### config.mk
export PLATFORM = sky130hd
export DESIGN_NAME = ivs_core
export DESIGN_NICKNAME = d
export VERILOG_FILES = /design/src/pkg/ivs_pkg.sv /design/src/ivs_core.sv
export SDC_FILE = /design/constraint.sdc
export NUM_CORES = 1
export LEC_CHECK = 0
export ABC_AREA = 1
export BUFFER_PORTS_ARGS = -buffer_cell sky130_fd_sc_hd__buf_2
export CAP_MARGIN = 20
export CORE_AREA = 2 2 93 95
export DETAILED_ROUTE_END_ITERATION = 7
export DIE_AREA = 0 0 95 97
export PLACE_DENSITY = 0.65
export SYNTH_ARGS = -nofsm -noshare
export SYNTH_HDL_FRONTEND = slang
export SYNTH_SLANG_ARGS = --single-unit
### constraint.sdc
create_clock -name clk_in -period 1.4 [get_ports clk_in]
set_input_delay 0.07 -clock clk_in [delete_from_list [all_inputs] [get_ports clk_in]]
set_output_delay 0.07 -clock clk_in [all_outputs]
set_load 0.1 [all_outputs]
### src/pkg/ivs_pkg.sv
// constants for the interrupt vector and special-function register block
package ivs_pkg;
    // ==========================================================
    // register offsets
    localparam logic [3:0] IVS_OFF_EN1 = 4'h0;
    localparam logic [3:0] IVS_OFF_EN2 = 4'h1;
    localparam logic [3:0] IVS_OFF_FLG1 = 4'h2;
    localparam logic [3:0] IVS_OFF_FLG2 = 4'h3;
    // ==========================================================
    // bit positions
    localparam int IVS_B_WDOG = 0;
    localparam int IVS_B_OSC = 1;
    localparam int IVS_B_POR = 2;
    localparam int IVS_B_EXT = 3;
    localparam int IVS_B_NMI = 4;
    localparam int IVS_B_FLV = 5;
    localparam logic [7:0] IVS_EN1_MASK = 8'h33;
    localparam logic [7:0] IVS_FLG1_MASK = 8'h1f;
    localparam logic [7:0] IVS_EN1_RST = 8'h00;
    // ==========================================================
    // vector words
    localparam logic [15:0] IVS_VEC_TOP = 16'hffff;
    localparam logic [15:0] IVS_VEC_BOT = 16'hffc0;
    localparam logic [15:0] IVS_VEC_RESET = 16'hfffe;
    localparam logic [15:0] IVS_VEC_NMI = 16'hfffc;
    localparam logic [15:0] IVS_VEC_COMP = 16'hfff6;
    localparam logic [15:0] IVS_VEC_WDOG = 16'hfff4;
    localparam logic [15:0] IVS_VEC_CC0 = 16'hfff2;
    localparam logic [15:0] IVS_VEC_CC1 = 16'hfff0;
    localparam logic [15:0] IVS_VEC_P2 = 16'hffe6;
    localparam logic [15:0] IVS_VEC_P1 = 16'hffe4;
    localparam logic [15:0] IVS_VEC_UNUSED_TOP = 16'hffde;
    localparam logic [15:0] IVS_ERASED = 16'hffff;
    localparam logic [15:0] IVS_PERIPH_TOP = 16'h01ff;
    // ==========================================================
    // priorities
    localparam logic [4:0] IVS_PRI_RESET = 5'h1f;
    localparam logic [4:0] IVS_PRI_NMI = 5'h1e;
    localparam logic [4:0] IVS_PRI_COMP = 5'h1b;
    localparam logic [4:0] IVS_PRI_WDOG = 5'h1a;
    localparam logic [4:0] IVS_PRI_CC0 = 5'h19;
    localparam logic [4:0] IVS_PRI_CC1 = 5'h18;
    localparam logic [4:0] IVS_PRI_P2 = 5'h13;
    localparam logic [4:0] IVS_PRI_P1 = 5'h12;
endpackage

### src/ivs_core.sv
// vector selection, priority and special-function registers
`timescale 1ns/10ps
// Overview of operation
// - vectors and start address live in words ffff down to ffc0
// - erased reset vector sends the cpu straight into deepest sleep
// - all reset causes use vector fffe at priority 31
// - nmi pin, oscillator fault, flash violation share fffc, priority 30
// - those sources obey own enable only, not the global enable
// - comparator uses fff6 priority 27, watchdog interval fff4 priority 26
// - channel 0 uses fff2; channel 1 and overflow share fff0
// - port 2 bits 6,7 use ffe6; port 1 flags use ffe4
// - words ffde to ffc0 are never fetched as vectors
// - fetch from 0 to 01ff or outside code_bot_in to code_top_in causes reset
// - unassigned register bits are not implemented
// - enable register bits 0,1,4,5 read/write, cleared by power-up clear
// - watchdog enable acts only in interval timer mode
// - flag register holds watchdog, osc, power-on, ext reset, nmi bits
// - watchdog flag set on overflow or key fault, cleared by power-on or pin reset
// - external reset flag set by pin reset, cleared on power-up
// - power-on flag set on supply power-up
// - nmi flag set by pin; osc fault flag set by fault and by clear
// - deepest sleep stops cpu, all clocks, generator and crystal
module ivs_core
    import ivs_pkg::*;
#(
    parameter bit HAS_COMP = 1'b1
)(
    input wire logic clk_in,
    input wire logic rstn_in,
    input wire logic por_in,
    input wire logic puc_in,
    input wire logic [3:0] addr_in,
    input wire logic [7:0] wdata_in,
    input wire logic wr_in,
    input wire logic rd_in,
    output logic [7:0] rdata_out,
    input wire logic gie_in,
    input wire logic wdog_interval_mode_in,
    input wire logic wdog_expire_in,
    input wire logic flash_key_viol_flag_in,
    input wire logic pin_reset_in,
    input wire logic pin_nmi_in,
    input wire logic osc_fault_in,
    input wire logic flash_viol_flag_in,
    input wire logic comparator_flag_in,
    input wire logic cc_chan0_flag_in,
    input wire logic cc_chan1_flag_in,
    input wire logic timer_overflow_flag_in,
    input wire logic [1:0] port2_pin_flags_in,
    input wire logic [7:0] port1_pin_flags_in,
    input wire logic fetch_in,
    input wire logic [15:0] fetch_addr_in,
    input wire logic [15:0] code_top_in,
    input wire logic [15:0] code_bot_in,
    input wire logic [15:0] reset_vec_word_in,
    input wire logic boot_check_in,
    output logic int_req_out,
    output logic [15:0] vec_addr_out,
    output logic [4:0] vec_pri_out,
    output logic fetch_reset_out,
    output logic deepest_sleep_mode_out,
    output logic clocks_on_out
);
    // ==========================================================
    // pin synchronisers
    logic pr_s1_q, pn_s1_q, of_s1_q;
    logic [1:0] pr_s2_q, pn_s2_q, of_s2_q;
    always_ff @(posedge clk_in)
    begin
        if (!rstn_in)
        begin
            pr_s1_q <= 1'b0;
            pr_s2_q <= 2'h0;
            pn_s1_q <= 1'b0;
            pn_s2_q <= 2'h0;
            of_s1_q <= 1'b0;
            of_s2_q <= 2'h0;
        end
        else
        begin
            pr_s1_q <= pin_reset_in;
            pr_s2_q <= {pr_s2_q[0], pr_s1_q};
            pn_s1_q <= pin_nmi_in;
            pn_s2_q <= {pn_s2_q[0], pn_s1_q};
            of_s1_q <= osc_fault_in;
            of_s2_q <= {of_s2_q[0], of_s1_q};
        end
    end
    logic pin_reset_rise, pin_nmi_rise, osc_fault_lvl;
    assign pin_reset_rise = pr_s2_q[0] & ~pr_s2_q[1];
    assign pin_nmi_rise = pn_s2_q[0] & ~pn_s2_q[1];
    assign osc_fault_lvl = of_s2_q[0];

    // ==========================================================
    // register access
    logic wr_en1, wr_flg1;
    assign wr_en1 = wr_in && (addr_in == IVS_OFF_EN1);
    assign wr_flg1 = wr_in && (addr_in == IVS_OFF_FLG1);

    logic [7:0] en1_q;
    always_ff @(posedge clk_in)
    begin
        if (!rstn_in)
            en1_q <= IVS_EN1_RST;
        else if (puc_in)
            en1_q <= IVS_EN1_RST;
        else if (wr_en1)
            en1_q <= wdata_in & IVS_EN1_MASK;
    end

    // flag register bits; set beats software clear
    logic wdog_f_q, osc_f_q, por_f_q, ext_f_q, nmi_f_q;
    logic wdog_set, wdog_int_set;
    assign wdog_set = (wdog_expire_in & ~wdog_interval_mode_in)
                    | flash_key_viol_flag_in;
    assign wdog_int_set = wdog_expire_in & wdog_interval_mode_in;

    always_ff @(posedge clk_in)
    begin
        if (!rstn_in)
            wdog_f_q <= 1'b0;
        else if (wdog_set | wdog_int_set)
            wdog_f_q <= 1'b1;
        else if (por_in | pin_reset_rise)
            wdog_f_q <= 1'b0;
        else if (wr_flg1)
            wdog_f_q <= wdata_in[IVS_B_WDOG];
    end

    // osc fault flag, also set by power-up clear
    always_ff @(posedge clk_in)
    begin
        if (!rstn_in)
            osc_f_q <= 1'b1;
        else if (osc_fault_lvl | puc_in)
            osc_f_q <= 1'b1;
        else if (wr_flg1)
            osc_f_q <= wdata_in[IVS_B_OSC];
    end

    always_ff @(posedge clk_in)
    begin
        if (!rstn_in)
            por_f_q <= 1'b1;
        else if (por_in)
            por_f_q <= 1'b1;
        else if (wr_flg1)
            por_f_q <= wdata_in[IVS_B_POR];
    end

    always_ff @(posedge clk_in)
    begin
        if (!rstn_in)
            ext_f_q <= 1'b0;
        else if (pin_reset_rise)
            ext_f_q <= 1'b1;
        else if (por_in)
            ext_f_q <= 1'b0;
        else if (wr_flg1)
            ext_f_q <= wdata_in[IVS_B_EXT];
    end

    always_ff @(posedge clk_in)
    begin
        if (!rstn_in)
            nmi_f_q <= 1'b0;
        else if (pin_nmi_rise)
            nmi_f_q <= 1'b1;
        else if (por_in)
            nmi_f_q <= 1'b0;
        else if (wr_flg1)
            nmi_f_q <= wdata_in[IVS_B_NMI];
    end

    logic [7:0] flg1;
    assign flg1 = {3'h0, nmi_f_q, ext_f_q, por_f_q, osc_f_q, wdog_f_q};

    always_ff @(posedge clk_in)
    begin
        if (!rstn_in)
            rdata_out <= 8'h00;
        else if (rd_in && addr_in == IVS_OFF_EN1)
            rdata_out <= en1_q;
        else if (rd_in && addr_in == IVS_OFF_FLG1)
            rdata_out <= flg1;
        else
            rdata_out <= 8'h00;
    end

    // ==========================================================
    // request qualification
    logic rq_nmi, rq_comp, rq_wdog, rq_cc0, rq_cc1, rq_p2, rq_p1;
    // own enables only, no global gate
    assign rq_nmi = (nmi_f_q & en1_q[IVS_B_NMI])
                  | (osc_f_q & en1_q[IVS_B_OSC])
                  | (flash_viol_flag_in & en1_q[IVS_B_FLV]);
    assign rq_comp = gie_in & HAS_COMP & comparator_flag_in;
    // watchdog enable in interval mode only
    assign rq_wdog = gie_in & wdog_f_q & en1_q[IVS_B_WDOG]
                   & wdog_interval_mode_in;
    assign rq_cc0 = gie_in & cc_chan0_flag_in;
    assign rq_cc1 = gie_in & (cc_chan1_flag_in | timer_overflow_flag_in);
    assign rq_p2 = gie_in & (|port2_pin_flags_in);
    assign rq_p1 = gie_in & (|port1_pin_flags_in);

    // ==========================================================
    // fixed priority pick
    // every vector is a word in the top range
    logic [15:0] vec_d;
    logic [4:0] pri_d;
    logic req_d;
    always_comb
    begin
        req_d = 1'b1;
        vec_d = IVS_VEC_RESET;
        pri_d = IVS_PRI_RESET;
        if (rq_nmi)
        begin
            vec_d = IVS_VEC_NMI;
            pri_d = IVS_PRI_NMI;
        end
        else if (rq_comp)
        begin
            vec_d = IVS_VEC_COMP;
            pri_d = IVS_PRI_COMP;
        end
        else if (rq_wdog)
        begin
            vec_d = IVS_VEC_WDOG;
            pri_d = IVS_PRI_WDOG;
        end
        else if (rq_cc0)
        begin
            vec_d = IVS_VEC_CC0;
            pri_d = IVS_PRI_CC0;
        end
        else if (rq_cc1)
        begin
            vec_d = IVS_VEC_CC1;
            pri_d = IVS_PRI_CC1;
        end
        else if (rq_p2)
        begin
            vec_d = IVS_VEC_P2;
            pri_d = IVS_PRI_P2;
        end
        else if (rq_p1)
        begin
            vec_d = IVS_VEC_P1;
            pri_d = IVS_PRI_P1;
        end
        else
        begin
            req_d = 1'b0;
            vec_d = 16'h0000;
            pri_d = 5'h00;
        end
    end

    // ==========================================================
    // reset cause to reset vector
    // illegal fetch detection
    // all reset causes to top vector
    logic bad_fetch, rst_cause;
    assign bad_fetch = fetch_in && ((fetch_addr_in <= IVS_PERIPH_TOP)
        || (fetch_addr_in < code_bot_in) || (fetch_addr_in > code_top_in));
    assign rst_cause = bad_fetch | wdog_set | pin_reset_rise;

    always_ff @(posedge clk_in)
    begin
        if (!rstn_in)
        begin
            int_req_out <= 1'b0;
            vec_addr_out <= 16'h0000;
            vec_pri_out <= 5'h00;
            fetch_reset_out <= 1'b0;
        end
        else
        begin
            fetch_reset_out <= rst_cause;
            if (rst_cause | por_in)
            begin
                int_req_out <= 1'b1;
                vec_addr_out <= IVS_VEC_RESET;
                vec_pri_out <= IVS_PRI_RESET;
            end
            else
            begin
                int_req_out <= req_d;
                vec_addr_out <= vec_d;
                vec_pri_out <= pri_d;
            end
        end
    end

    // ==========================================================
    // erased reset vector means deepest sleep
    // sleep stops every clock and the crystal
    always_ff @(posedge clk_in)
    begin
        if (!rstn_in)
            deepest_sleep_mode_out <= 1'b0;
        else if (boot_check_in)
            deepest_sleep_mode_out <= (reset_vec_word_in == IVS_ERASED);
    end
    assign clocks_on_out = ~deepest_sleep_mode_out;

    // ==========================================================
    // checks
    property p_spare_zero;
        @(posedge clk_in) disable iff (!rstn_in)
        rd_in && (addr_in == IVS_OFF_EN2 || addr_in == IVS_OFF_FLG2)
        |=> rdata_out == 8'h00;
    endproperty
    a_spare_zero: assert property (p_spare_zero)
        else $error("spare register read not zero");

    property p_nmi_ignores_gie;
        @(posedge clk_in) disable iff (!rstn_in)
        !gie_in && rq_nmi && !rst_cause && !por_in
        |=> vec_addr_out == IVS_VEC_NMI && vec_pri_out == IVS_PRI_NMI;
    endproperty
    a_nmi_ignores_gie: assert property (p_nmi_ignores_gie)
        else $error("non-maskable request lost");

    property p_no_gie_no_mask;
        @(posedge clk_in) disable iff (!rstn_in)
        !gie_in && !rq_nmi && !rst_cause && !por_in |=> !int_req_out;
    endproperty
    a_no_gie_no_mask: assert property (p_no_gie_no_mask)
        else $error("maskable request passed without global enable");

    property p_erased_sleep;
        @(posedge clk_in) disable iff (!rstn_in)
        boot_check_in && reset_vec_word_in == IVS_ERASED
        |=> deepest_sleep_mode_out && !clocks_on_out;
    endproperty
    a_erased_sleep: assert property (p_erased_sleep)
        else $error("erased reset vector did not sleep");

    property p_low_fetch_reset;
        @(posedge clk_in) disable iff (!rstn_in)
        fetch_in && fetch_addr_in <= IVS_PERIPH_TOP
        |=> fetch_reset_out && vec_addr_out == IVS_VEC_RESET;
    endproperty
    a_low_fetch_reset: assert property (p_low_fetch_reset)
        else $error("fetch from register space without reset");

    property p_vec_range;
        @(posedge clk_in) disable iff (!rstn_in)
        int_req_out |-> vec_addr_out >= IVS_VEC_P1 && !vec_addr_out[0];
    endproperty
    a_vec_range: assert property (p_vec_range)
        else $error("vector outside used range");

    property p_puc_osc;
        @(posedge clk_in) disable iff (!rstn_in)
        puc_in |=> osc_f_q && en1_q == 8'h00;
    endproperty
    a_puc_osc: assert property (p_puc_osc)
        else $error("power-up clear effect missing");

    property p_wdog_mode;
        @(posedge clk_in) disable iff (!rstn_in)
        !wdog_interval_mode_in |=> vec_addr_out != IVS_VEC_WDOG;
    endproperty
    a_wdog_mode: assert property (p_wdog_mode)
        else $error("watchdog interrupt in reset mode");
endmodule

# [Word-level counts from Yosys, hierarchy flattened]
# Cells that the tools add are included.
[totals] reg_bits=49 inputBits=106 output_inout_bits=33 wordCells=111
[op_classes] magnitude_cmp=3 eq_ne=2 n_mux=35 bitwise=31 n_reduce_logical=19
[op_table] op="$mux W16" n=8
[op_table] op="$mux W5" n=9
[op_table] op="$mux W1" n=17
[op_table] op="$eq A16 B16 Y1 const B" n=1
[op_table] op="$gt A16 B16 Y1" n=1
[op_table] op="$le A16 B9 Y1 const B" n=1
[op_table] op="$lt A16 B16 Y1" n=1
[op_table] op="$reduce_or A8 Y1" n=2
[op_table] op="$and A1 B1 Y1" n=15
[op_table] op="$or A1 B1 Y1" n=10
[op_table] op="$reduce_or A2 Y1" n=5
[op_table] op="$reduce_bool A3 Y1" n=3
[op_table] op="$mux W6" n=1
[op_table] op="$not A1 Y1" n=6
[op_table] op="$logic_and A1 B1 Y1" n=5
[op_table] op="$eq A4 B2 Y1 const B" n=1
[op_table] op="$logic_not A4 Y1" n=1
[op_table] op="$reduce_or A3 Y1" n=1
[op_table] op="$logic_or A1 B1 Y1" n=2

# [Logic depth before layout (Yosys ltp)]
[logic_depth] word_depth=10 ltp_mapped=17 ltp_nobuf=17

# [Worst setup path after synthesis]
# No wires, ideal clock.
[synth_path] path_kind="register to output" start="register deepest_sleep_mode_out" end="output port clocks_on_out" t_arrival_ns=1.633 t_required_ns=1.330 path_slack_ns=-0.303 stages_incl_launch_ff=2 cell_sequence="dfxtp_1 -> inv_1"
[synth_via] elab_chain_cells=1
[synth_rtl] item="start: declaration" line="ivs_core.sv:61" text="output logic deepest_sleep_mode_out,"
[synth_rtl] item="start signal: assignment" line="ivs_core.sv:304" text="deepest_sleep_mode_out <= (reset_vec_word_in == IVS_ERASED);"
[synth_rtl] item="$not A1 Y1" line="ivs_core.sv:306" text="assign clocks_on_out = ~deepest_sleep_mode_out;"
[synth_rtl] item="end: declaration" line="ivs_core.sv:62" text="output logic clocks_on_out"
# No other way between the ends.

# [Worst setup path after layout]
[layout_path] start="register nmi_f_q" end="register vec_addr_out[14]"
[layout_via] elab_chain_cells=5
[layout_rtl] item="start: declaration" line="ivs_core.sv:112" text="logic wdog_f_q, osc_f_q, por_f_q, ext_f_q, nmi_f_q;"
[layout_rtl] item="start signal: assignment" line="ivs_core.sv:172" text="nmi_f_q <= wdata_in[IVS_B_NMI];"
[layout_rtl] item="$and A1 B1 Y1" line="ivs_core.sv:194" text="assign rq_nmi = (nmi_f_q & en1_q[IVS_B_NMI])"
[layout_rtl] item="$or A1 B1 Y1" line="ivs_core.sv:195" text="| (osc_f_q & en1_q[IVS_B_OSC])"
[layout_rtl] item="$or A1 B1 Y1" line="ivs_core.sv:196" text="| (flash_viol_flag_in & en1_q[IVS_B_FLV]);"
[layout_rtl] item="$mux W16" line="ivs_core.sv:217" text="if (rq_nmi)"
[layout_rtl] item="$mux W16" line="ivs_core.sv:281" text="if (rst_cause | por_in)"
[layout_rtl] item="end signal: assignment" line="ivs_core.sv:290" text="vec_addr_out <= vec_d;"
[layout_rtl] item="end: declaration" line="ivs_core.sv:58" text="output logic [15:0] vec_addr_out,"
# No other way between the ends.
# A chain may end at the register's enable or synchronous reset.

==> impl_metrics.ini <==
[run_status]
status = finished clean

[global_routing]
grt_pass1_vias = 2189
overflow = 0
grt_max_degree = 13
grtUsageTotal_pct = 11.95
grt_pass1_wl_mm = 8.983
antenna_found_initial = 0

[power_and_ir_drop]
pwr-share-clk_pct = 26.1
p_seq_share_pct = 37.5
power.leakage_nw = 1.818
power.switching_mw = 0.9482
pwr_density_cell_nw_per_um2 = 812.9
p_sw_share_pct = 38.11
p_int_mw = 1.540
p_total_mw = 2.488
vdd_ir_drop_max_uv = 514.1
p_comb_share_pct = 36.4

[layout]
insertedDiodeCount = 0
area_growth_pct = 36.72
multiInputGateArea_um2 = 1219
fillers = 879
fin_nets = 580
seq_area_um2 = 629.4
fin_area_um2 = 3060
final_layout_size_suffix_gt1_share_pct = 37.39

[floorplanning]
floorplan.initialDensity_pct = 27.52
die_w_um = 95
rows = 33
core_um2 = 8134
die_h_um = 97
die_area_um2 = 9215
ios = 139

[timing]
rsz0062_at_grt = false
tns_ns = 0
clock.fmax_mhz = 793.3
min_period_ns = 1.261
final.period_utilization_pct = 90.04
drv_slew = 0
worst_slack_ns = 0.1394
final-setup-viol-count = 0
finClkSkew_ns = 0.004050
final-hold-violation-count = 0

[clock_network]
clockRootBuffer = clkbuf_8
cts_tree = built
numClockSinks = 31
htree_levels = 2
clk_pin_slew_ns = 0.06
clk_latency_ns = 0.27
clockBufferDepth = 2
cts_buffers = 5

[setup_path]
start_kind = flop
worst-setup-path-type = reg2reg
crit_fanout = 2
cpMostUsedCell = nand2_1
critPathCaptureType = flop
crit_required_ns = 1.57
reg2reg_slack_ns = 0.14
cpMaxStageDelayCell = dfxtp_1
crit_arrival_ns = 1.43
path_buf_inv = 1
ff2ff_path_depth = 8
critical_path_depth = 8
crit_chain = nand2_1 > nand3_2 > nor3_2 > nand2_1 > a21oi_2 > nand4_2 > nand2_2 > inv_1
worst_path_dominant_cell_family = simple AND/OR/NAND/NOR gates
cpPeakStageDelay_ns = 0.31

[logic_synthesis]
yosys-top-cells-count = inv_1 (72), nand2_1 (58), dfxtp_1 (31), ha_1 (31), a21oi_1 (21)
synth_edf_count = 0
synth_top_area_share_pct = 27.72
synth_area_um2 = 2238
syn_inst = 315
ys_seq_area_share_pct = 27.72
muxShareOfSynthArea_pct = 0
yosys.area_share.xor_xnor_pct = 0
ys_types = 32
yosys.area_share.simple_pct = 24.15
yosys_warnings = 0
synth.avg_cell_area_um2 = 7.106
synth-compound-area-share_pct = 11.68
synth-seq-cells = 31
synth.most_common_cell = inv_1
async_flop_share_pct = 0
synth-main-ff-cell = dfxtp_1
synth_adder_area_share_pct = 17.33
synth_top_family_by_area = simple AND/OR/NAND/NOR gates
yosys.area.top_type = dfxtp_1
synthTopCellsByArea = dfxtp_1 (28%), ha_1 (17%), inv_1 (12%)

[placement]
dpl-instance-area_um2 = 2930
gp_congestion = 0.8335
io_buffers = 133
hpwlAfterDp_mm = 4.908
dp_slack_ns = -0.08078

[hold_path]
min_path_cells = 3
hold_path_class = in2reg

[route]
routed_via_density = 4.160
post_drt_wl_per_cell_um = 10.09
wirelength_mm = 5.540
via_count = 2284
first_pass_iters = 4
antenna_left = 0
initialDrtViolationCount = 34
drc = 0

[run]
cap_violations = 0
[cells in the final DEF (no fill, tap or decap), types with 6 or more instances in the layout]
master / count
nand4_1: 11
ha_1: 31
dfxtp_1: 24
nor2_1: 20
buf_2: 133
nand2_1: 58
o21ai_1: 6
nand3_1: 8
inv_1: 71
dfxtp_2: 7
a21oi_1: 20
[flip-flops by register name, indices dropped and copies added (netlist names)]
signal                  flops
pn_s1_q                     1
pn_s2_q                     2
ext_f_q                     1
por_f_q                     1
of_s1_q                     1
wdog_f_q                    1
osc_f_q                     1
pr_s1_q                     1
of_s2_q                     1
fetch_reset_out             1
pr_s2_q                     2
int_req_out                 1
en1_q                       4
deepest_sleep_mode_out      1
vec_addr_out                5
nmi_f_q                     1
rdata_out                   6
[metal layers]
| layer | vias up | GRT usage (%) | part of all wire (%) |
|---|---|---|---|
| li1 | 1245 | - | - |
| met1 | 965 | 13.52 | 42 |
| met2 | 67 | 22.04 | 50 |
| met3 | 7 | 3.037 | 6.8 |
| met4 | 0 | 2.676 | 1.2 |
| met5 | - | 0 | 0 |
[worst register-to-register path, stage by stage, from the launching register on]
cell	delay, ns
dfxtp_1	0.31
nand2_1	0.08
nand3_2	0.10
nor3_2	0.21
nand2_1	0.10
a21oi_2	0.14
nand4_2	0.12
nand2_2	0.08
inv_1	0.04
[metrics by stage]
| step | instances | hold slack [ns] | utilization [%] |
|---|---|---|---|
| 2_1_floorplan | 317 | 0.1676 | - |
| 3_3_place_gp | 538 | 0.2567 | 36.03 |
| 3_5_place_dp | 538 | 0.2574 | 36.03 |
| 4_1_cts | 549 | 0.02094 | 37.39 |
| 5_1_grt | 549 | 0.02801 | 37.63 |
| 6_report | 549 | 0.02093 | 37.63 |
[power groups by stage]
stage	Clock (mW)	Combinational [mW]	Sequential, mW
after CTS	0.669	0.910	0.934
final	0.648	0.906	0.933
after global placement	0	0.889	0.953
after detailed placement	0	0.902	0.954
after global routing	0.719	0.996	0.939
after floorplan	0	0.561	1.07
[final timing paths]
check                   start                to
setup reg to reg      nmi_f_q  vec_addr_out[14]
hold reg to reg       pr_s1_q        pr_s2_q[0]
hold / removal    wdata_in[2]           por_f_q
setup / recovery      nmi_f_q  vec_addr_out[14]
[timing repair]
| action | in CTS | in global routing |
|---|---|---|
| endpoints found under the hold margin | 3 | 0 |
| hold buffers | 3 | 0 |
| buffers inserted | 0 | 0 |
| resized for setup | 0 | 4 |
| setup endpoints to repair | 0 | 3 |
[cell type report]
type                    instances  area share (%)
clock buffers                   7           2.494
clock inverters                 1          0.1635
inverters                      74           9.199
multi-input cells             192           39.82
flip-flops and latches         31           20.56
well taps                     105           4.293
repair buffers                139           23.47
[cells by family (layout without fill, tap and decap cells)]
| kind of cell | after synthesis | count (layout) |
|---|---|---|
| other cells | 1 | 3 |
| compound gates | 43 | 43 |
| buf+inv | 94 | 221 |
| flops | 31 | 31 |
| simple gates | 115 | 115 |
| fa+ha+maj | 31 | 31 |
Power figures use the tool's default switching activity.
